`src/mas_regs.svh`:
```
// Purpose: register offsets, fields and reset values of the status bank
// Assumes: printed offsets are word indices; byte address is index * 4
// Notes: constants only, no logic
`ifndef MAS_REGS_SVH
`define MAS_REGS_SVH

// ----------------------------------------------------------------
// Word indices
// ----------------------------------------------------------------
`define MAS_IDX_STATE 11'h18E
`define MAS_IDX_SPEED 11'h194
`define MAS_IDX_BETA_AXIS_VOLTAGE 11'h400
`define MAS_IDX_SUPPLY 11'h40C
`define MAS_IDX_WIND1 11'h444
`define MAS_IDX_WIND2 11'h446
`define MAS_IDX_CTRL 11'h700
`define MAS_IDX_BASE 11'h701
`define MAS_IDX_STATUS 11'h702
`define MAS_IDX_MASK 11'h703
`define MAS_IDX_COUNT 11'h704

// ----------------------------------------------------------------
// Fields and reset values
// ----------------------------------------------------------------
`define MAS_CTRL_FREEZE 0
`define MAS_EV_CHANGE 0
`define MAS_EV_FAULT 1
`define MAS_EV_MDONE 2
`define MAS_EV_MFAULT 3
`define MAS_EV_SAMPLE 4
`define MAS_EV_NUM 5
`define MAS_STATE_RESET 16'h0000
`define MAS_WORD_RESET 32'h00000000
`define MAS_BASE_RESET 32'h00000000
`define MAS_MASK_RESET 5'h00
`define MAS_STATE_LAST 5'h18

`endif

```
`src/mas_pkg.sv`:
```
// Purpose: shared types of the status bank
// Assumes: offsets and fields come from mas_regs.svh
// Notes: no logic here
package mas_pkg;

	// ------------------------------------------------------------
	// Control state codes
	// ------------------------------------------------------------
	typedef enum logic [4:0] {
		MAS_IDLE = 5'h00,
		MAS_SPIN_DETECT = 5'h01,
		MAS_TRISTATE = 5'h02,
		MAS_BRAKE_START = 5'h03,
		MAS_POS_DETECT = 5'h04,
		MAS_SLOW_FIRST = 5'h05,
		MAS_ALIGN = 5'h06,
		MAS_OPEN_LOOP = 5'h07,
		MAS_CL_UNALIGNED = 5'h08,
		MAS_CL_ALIGNED = 5'h09,
		MAS_CL_BRAKING = 5'h0A,
		MAS_SOFT_STOP = 5'h0B,
		MAS_RECIRC_STOP = 5'h0C,
		MAS_BRAKE_STOP = 5'h0D,
		MAS_FAULT = 5'h0E,
		MAS_PM_STOP_CHECK = 5'h0F,
		MAS_PM_STOP_WAIT = 5'h10,
		MAS_PM_BRAKE = 5'h11,
		MAS_PM_INIT = 5'h12,
		MAS_PM_RL = 5'h13,
		MAS_PM_BEMF = 5'h14,
		MAS_PM_STALL = 5'h15,
		MAS_PM_TORQUE = 5'h16,
		MAS_PM_DONE = 5'h17,
		MAS_PM_FAULT = 5'h18
	} mas_state_type;

	// ------------------------------------------------------------
	// Telemetry set, produced in one algorithm cycle
	// ------------------------------------------------------------
	typedef struct packed {
		logic [31:0] speed;
		logic [31:0] beta_axis_voltage;
		logic [31:0] supply;
		logic [31:0] wind1;
		logic [31:0] wind2;
	} mas_telemetry_type;

	typedef struct packed {
		logic [12:0] address;
		logic read;
		logic write;
		logic [31:0] writedata;
		logic [3:0] byteenable;
	} mas_avl_req_type;

endpackage : mas_pkg

```
`src/mas_state_track.sv`:
```
// Purpose: holds the current control state and flags state events
// Assumes: algorithm presents a code with a one-cycle valid strobe
// Notes: codes above the last legal one are dropped
`timescale 1ns/1ps
`include "mas_regs.svh"
module mas_state_track (
	input wire logic clk,
	input wire logic rst,
	input wire logic [4:0] algState,
	input wire logic algStateValid,
	output mas_pkg::mas_state_type state,
	output logic [`MAS_EV_NUM-1:0] stateEvents
);

	// ------------------------------------------------------------
	// State register
	// ------------------------------------------------------------
	logic legal;
	assign legal = algStateValid && (algState <= `MAS_STATE_LAST);

	always_ff @(posedge clk or posedge rst) begin
		if (rst) begin
			state <= mas_pkg::MAS_IDLE;
		end else if (legal) begin
			state <= mas_pkg::mas_state_type'(algState);
		end
	end

	// ------------------------------------------------------------
	// Events, one-cycle pulses on entry only
	// ------------------------------------------------------------
	always_ff @(posedge clk or posedge rst) begin
		if (rst) begin
			stateEvents <= '0;
		end else begin
			stateEvents <= '0;
			if (legal && algState != state) begin
				stateEvents[`MAS_EV_CHANGE] <= 1'b1;
				stateEvents[`MAS_EV_FAULT] <= algState == mas_pkg::MAS_FAULT;
				stateEvents[`MAS_EV_MDONE] <= algState == mas_pkg::MAS_PM_DONE;
				stateEvents[`MAS_EV_MFAULT] <= algState == mas_pkg::MAS_PM_FAULT;
			end
		end
	end

endmodule : mas_state_track

```
`src/mas_irq.sv`:
```
// Purpose: sticky event status, mask and level interrupt
// Assumes: clear is a write-one-to-clear pulse vector
// Notes: a set in the clearing cycle wins
`timescale 1ns/1ps
`include "mas_regs.svh"
module mas_irq (
	input wire logic clk,
	input wire logic rst,
	input wire logic [`MAS_EV_NUM-1:0] events,
	input wire logic [`MAS_EV_NUM-1:0] clear,
	input wire logic [`MAS_EV_NUM-1:0] mask,
	output logic [`MAS_EV_NUM-1:0] status,
	output logic irq
);

	always_ff @(posedge clk or posedge rst) begin
		if (rst) begin
			status <= '0;
		end else begin
			status <= (status & ~clear) | events;
		end
	end

	// Registered, so it follows status by one cycle
	always_ff @(posedge clk or posedge rst) begin
		if (rst) begin
			irq <= 1'b0;
		end else begin
			irq <= |(status & mask);
		end
	end

endmodule : mas_irq

```
`src/mas_bank.sv`:
```
// Purpose: motor algorithm status and telemetry bank; state and telemetry words are read-only
// Assumes: Avalon-MM slave, byte addresses, 32-bit words
// Notes: every access is answered with one wait cycle
`timescale 1ns/1ps
`include "mas_regs.svh"
module mas_bank (
	input wire logic clk,
	input wire logic rst,
	input wire mas_pkg::mas_avl_req_type avlReq,
	output logic [31:0] avlReaddata,
	output logic avlWaitrequest,
	input wire logic [4:0] algState,
	input wire logic algStateValid,
	input wire mas_pkg::mas_telemetry_type telemetry,
	input wire logic telemetryValid,
	output mas_pkg::mas_telemetry_type telemetrySnapshot,
	output logic [15:0] controlStateCode,
	output logic [31:0] speedBaseHz,
	output logic irq
);

	// ------------------------------------------------------------
	// Bus decode
	// ------------------------------------------------------------
	logic [10:0] index;
	logic aligned;
	logic request;
	logic firstCycle;
	logic doWrite;
	logic doRead;
	logic [31:0] byteMask;

	assign index = avlReq.address[12:2];
	assign aligned = avlReq.address[1:0] == 2'h0;
	assign request = avlReq.read || avlReq.write;
	assign firstCycle = request && avlWaitrequest;
	// Write lands on the edge where waitrequest is seen low
	assign doWrite = avlReq.write && !avlWaitrequest && aligned;
	assign doRead = avlReq.read && avlWaitrequest;

	genvar lane;
	generate
		for (lane = 0; lane < 4; lane++) begin : gLane
			assign byteMask[lane*8 +: 8] = {8{avlReq.byteenable[lane]}};
		end
	endgenerate

	// ------------------------------------------------------------
	// Wait state
	// ------------------------------------------------------------
	// One fixed wait cycle keeps read data registered and the
	// answer time the same for every address
	always_ff @(posedge clk or posedge rst) begin
		if (rst) begin
			avlWaitrequest <= 1'b1;
		end else if (firstCycle) begin
			avlWaitrequest <= 1'b0;
		end else begin
			avlWaitrequest <= 1'b1;
		end
	end

	// ------------------------------------------------------------
	// Control state tracking
	// ------------------------------------------------------------
	mas_pkg::mas_state_type state;
	logic [`MAS_EV_NUM-1:0] stateEvents;

	mas_state_track uTrack (
		.clk(clk),
		.rst(rst),
		.algState(algState),
		.algStateValid(algStateValid),
		.state(state),
		.stateEvents(stateEvents)
	);

	always_ff @(posedge clk or posedge rst) begin
		if (rst) begin
			controlStateCode <= `MAS_STATE_RESET;
		end else begin
			controlStateCode <= {11'h000, state};
		end
	end

	// ------------------------------------------------------------
	// Control and speed base
	// ------------------------------------------------------------
	logic freeze;

	always_ff @(posedge clk or posedge rst) begin
		if (rst) begin
			freeze <= 1'b0;
		end else if (doWrite && index == `MAS_IDX_CTRL &&
				avlReq.byteenable[0]) begin
			freeze <= avlReq.writedata[`MAS_CTRL_FREEZE];
		end
	end

	always_ff @(posedge clk or posedge rst) begin
		if (rst) begin
			speedBaseHz <= `MAS_BASE_RESET;
		end else if (doWrite && index == `MAS_IDX_BASE) begin
			speedBaseHz <= (speedBaseHz & ~byteMask) |
				(avlReq.writedata & byteMask);
		end
	end

	// ------------------------------------------------------------
	// Telemetry snapshot
	// ------------------------------------------------------------
	// All five words load on one edge, so a set never mixes
	// two algorithm cycles; freeze holds the set for software
	logic takeSample;
	logic [15:0] sampleCount;

	assign takeSample = telemetryValid && !freeze;

	always_ff @(posedge clk or posedge rst) begin
		if (rst) begin
			telemetrySnapshot <= '0;
		end else if (takeSample) begin
			telemetrySnapshot <= telemetry;
		end
	end

	always_ff @(posedge clk or posedge rst) begin
		if (rst) begin
			sampleCount <= 16'h0000;
		end else if (takeSample) begin
			sampleCount <= sampleCount + 16'h0001;
		end
	end

	// ------------------------------------------------------------
	// Interrupt status
	// ------------------------------------------------------------
	logic [`MAS_EV_NUM-1:0] events;
	logic [`MAS_EV_NUM-1:0] clear;
	logic [`MAS_EV_NUM-1:0] status;
	logic [`MAS_EV_NUM-1:0] mask;

	always_comb begin
		events = stateEvents;
		events[`MAS_EV_SAMPLE] = takeSample;
	end

	assign clear = (doWrite && index == `MAS_IDX_STATUS &&
		avlReq.byteenable[0]) ? avlReq.writedata[`MAS_EV_NUM-1:0] : '0;

	always_ff @(posedge clk or posedge rst) begin
		if (rst) begin
			mask <= `MAS_MASK_RESET;
		end else if (doWrite && index == `MAS_IDX_MASK &&
				avlReq.byteenable[0]) begin
			mask <= avlReq.writedata[`MAS_EV_NUM-1:0];
		end
	end

	mas_irq uIrq (
		.clk(clk),
		.rst(rst),
		.events(events),
		.clear(clear),
		.mask(mask),
		.status(status),
		.irq(irq)
	);

	// ------------------------------------------------------------
	// Read mux
	// ------------------------------------------------------------
	logic [31:0] next_readdata;

	always_comb begin
		next_readdata = 32'h00000000;
		if (aligned) begin
			unique case (index)
				`MAS_IDX_STATE: begin
					next_readdata = {16'h0000, controlStateCode};
				end
				`MAS_IDX_SPEED: begin
					next_readdata = telemetrySnapshot.speed;
				end
				`MAS_IDX_BETA_AXIS_VOLTAGE: begin
					next_readdata = telemetrySnapshot.beta_axis_voltage;
				end
				`MAS_IDX_SUPPLY: begin
					next_readdata = telemetrySnapshot.supply;
				end
				`MAS_IDX_WIND1: begin
					next_readdata = telemetrySnapshot.wind1;
				end
				`MAS_IDX_WIND2: begin
					next_readdata = telemetrySnapshot.wind2;
				end
				`MAS_IDX_CTRL: begin
					next_readdata = {31'h00000000, freeze};
				end
				`MAS_IDX_BASE: begin
					next_readdata = speedBaseHz;
				end
				`MAS_IDX_STATUS: begin
					next_readdata = {27'h0000000, status};
				end
				`MAS_IDX_MASK: begin
					next_readdata = {27'h0000000, mask};
				end
				`MAS_IDX_COUNT: begin
					next_readdata = {16'h0000, sampleCount};
				end
				default: begin
					next_readdata = 32'h00000000;
				end
			endcase
		end
	end

	// Data loads in the wait cycle and stands at the answer edge
	always_ff @(posedge clk or posedge rst) begin
		if (rst) begin
			avlReaddata <= `MAS_WORD_RESET;
		end else if (doRead) begin
			avlReaddata <= next_readdata;
		end
	end

endmodule : mas_bank

```
`config.mk`:
```
export PLATFORM = sky130hd
export DESIGN_NAME = mas_bank
export DESIGN_NICKNAME = d
export VERILOG_FILES = /design/src/mas_pkg.sv /design/src/mas_state_track.sv /design/src/mas_irq.sv /design/src/mas_bank.sv
export VERILOG_INCLUDE_DIRS = /design/src /design/src/src
export SDC_FILE = /design/constraint.sdc
export NUM_CORES = 1
export LEC_CHECK = 0
export ABC_AREA = 1
export BUFFER_PORTS_ARGS = -buffer_cell sky130_fd_sc_hd__buf_2
export CAP_MARGIN = 20
export CELL_PAD_IN_SITES_DETAIL_PLACEMENT = 2
export CELL_PAD_IN_SITES_GLOBAL_PLACEMENT = 2
export CORE_AREA = 10 10 281 175
export CTS_CLUSTER_DIAMETER = 120
export CTS_CLUSTER_SIZE = 8
export DETAILED_ROUTE_END_ITERATION = 10
export DIE_AREA = 0 0 291 185
export PLACE_DENSITY_LB_ADDON = 0.1
export SYNTH_ARGS = -nofsm -noshare
export SYNTH_HDL_FRONTEND = slang
export SYNTH_HIERARCHICAL = 1
export SYNTH_SLANG_ARGS = --single-unit
```
`constraint.sdc`:
```
create_clock -name clk -period 19.7 [get_ports clk]
set_input_delay 3.94 -clock clk [delete_from_list [all_inputs] [get_ports clk]]
set_output_delay 3.94 -clock clk [all_outputs]
set_load 0.005 [all_outputs]
```
==> results.cfg <==
[clock_network]
cts_setup_buffers = 0
clk_pin_slew_worst_paths_ns = 0.05
hold_buffers = 0
cts_buffer_depth = 3
cts_tree = built
clock-root-buffer = clkbuf_16
cts_max_level = 2
insertion_delay_ns = 0.53
cts_made_buffers = 39
cts_resized = 0
cts.sinks = 267

[sta]
fin_skew_ns = 0.0215
drv_slew = 0
max_freq_mhz = 153
period_needed_ns = 6.52
fin_setup_tns_ns = 0
worst_slack_ns = 13.18
setup_viol = 0
tightest_slew_ns = 1.00
grt_setup_unrepaired = false
max_slew_margin = 0.330
hold_violations = 0
period_share = 0.331

[synthesis]
yosysWarnings = 6
netlist_instances = 1614
syn_area_per_cell_um2 = 7.84
synthesis.area_um2 = 12700

[drt]
first_pass_iters = 5
drt-initial-drc-count = 849
wl_mm = 66.0
wl_per_cell_um = 24.9
ant_nets = 0
viasPerCell = 4.90
via_count = 13000
route.detailed.drc = 0

[run_status]
status = finished clean

[die]
die_w_um = 291
ios = 462
die-area_um2 = 53800
num_rows = 60
start_util = 0.287
die_h_um = 185
core_um2 = 44100

[finish]
area_growth_pct = 30.2
instances_no_fill = 2648
final_cell_mix = nand2_1, buf_2, dfrtp_1
postLayoutCellArea_um2 = 16500
final_nets = 2266
fill_cells = 5152
final_common_cell = nand2_1
drive_gt1_frac = 0.263

[place]
dpl_cell_area_um2 = 15400
place_inst = 2593
dp_hpwl_mm = 50.7
place_ws_ns = 12.62
io_buffers = 450
gp_congestion = 0.867

[critical_path]
critPathCaptureType = flip-flop
crit_type = in2reg
required_ns = 20.16
crit_arrival_ns = 6.99
cp-start-kind = primary input
path_max_fanout = 31

[power_and_ir_drop]
total_power_uw = 1230
ir_drop_mv = 0.0733
cellPowerDensity_nw_per_um2 = 74.6
p_leak_uw = 0.00947

[global_route]
grt_use_total = 0.238
antenna_found_initial = 10
grt_pass1_vias = 14300
grt_pass1_wl_mm = 96.7
grt_max_degree = 135
grt-ovfl-total = 0

[min_path]
hold_class = reg2reg

[job]
cap_viol_max_count = 0
-- routing by layer --
metal,vias to the layer above,global-route usage,part of all wire
met4,4,0.0668,0.025
met2,314,0.392,0.48
met1,6642,0.309,0.44
met5,-,0,0.00052
met3,85,0.0527,0.054
li1,5918,-,-
-- per-stage QoR --
stage	util	hold slack, ns
2_1_floorplan	-	0.374
3_3_place_gp	0.350	0.405
3_5_place_dp	0.350	0.415
4_1_cts	0.373	0.425
5_1_grt	0.373	0.434
6_report	0.373	0.423
-- layout make-up --
cell class | count | area, µm² | area share
flip-flops and latches | 267 | 6680 | 0.406
multi-input cells | 1112 | 5030 | 0.306
clock buffers | 47 | 1010 | 0.0611
repair buffers | 465 | 2360 | 0.144
well taps | 589 | 737 | 0.0447
diodes | 6 | 15.0 | 0.000912
inverters | 160 | 614 | 0.0373
clock inverters | 2 | 16.3 | 0.000988
-- power breakdown --
| part | switching, µW | internal, µW |
|---|---|---|
| registers | 3.99 | 554 |
| clock network | 251 | 354 |
| logic | 42.7 | 23.0 |
| total | 298 | 931 |
-- final timing paths --
kind	depth (start not counted)	startpoint	slack (ns)	end
hold reg to reg	0	uTrack/state[3]$_DFFE_PP0P_	0.42	controlStateCode[3]$_DFF_PP0_
setup / recovery	10	avlReq[45]	13.18	avlReaddata[22]$_DFFE_PP0P_
max in group asynchronous	4	rst	13.70	telemetrySnapshot[15]$_DFFE_PP0P_
min in group asynchronous	2	rst	3.43	uIrq/status[1]$_DFF_PP0_
hold / removal	0	uTrack/state[3]$_DFFE_PP0P_	0.42	controlStateCode[3]$_DFF_PP0_
setup reg to reg	8	freeze$_DFFE_PP0P_	16.63	sampleCount[14]$_DFFE_PP0P_
-- worst max-delay path, stage by stage --
cell	delay, ns
buf_2	0.10
nor2_1	0.23
nand2_2	0.15
nor2_4	0.64
nand2_1	0.64
nand2_1	0.20
nor2_1	0.07
nand3b_2	0.68
nand3_1	0.19
nand2_1	0.11
No activity file was read; power rests on OpenSTA's default activity.
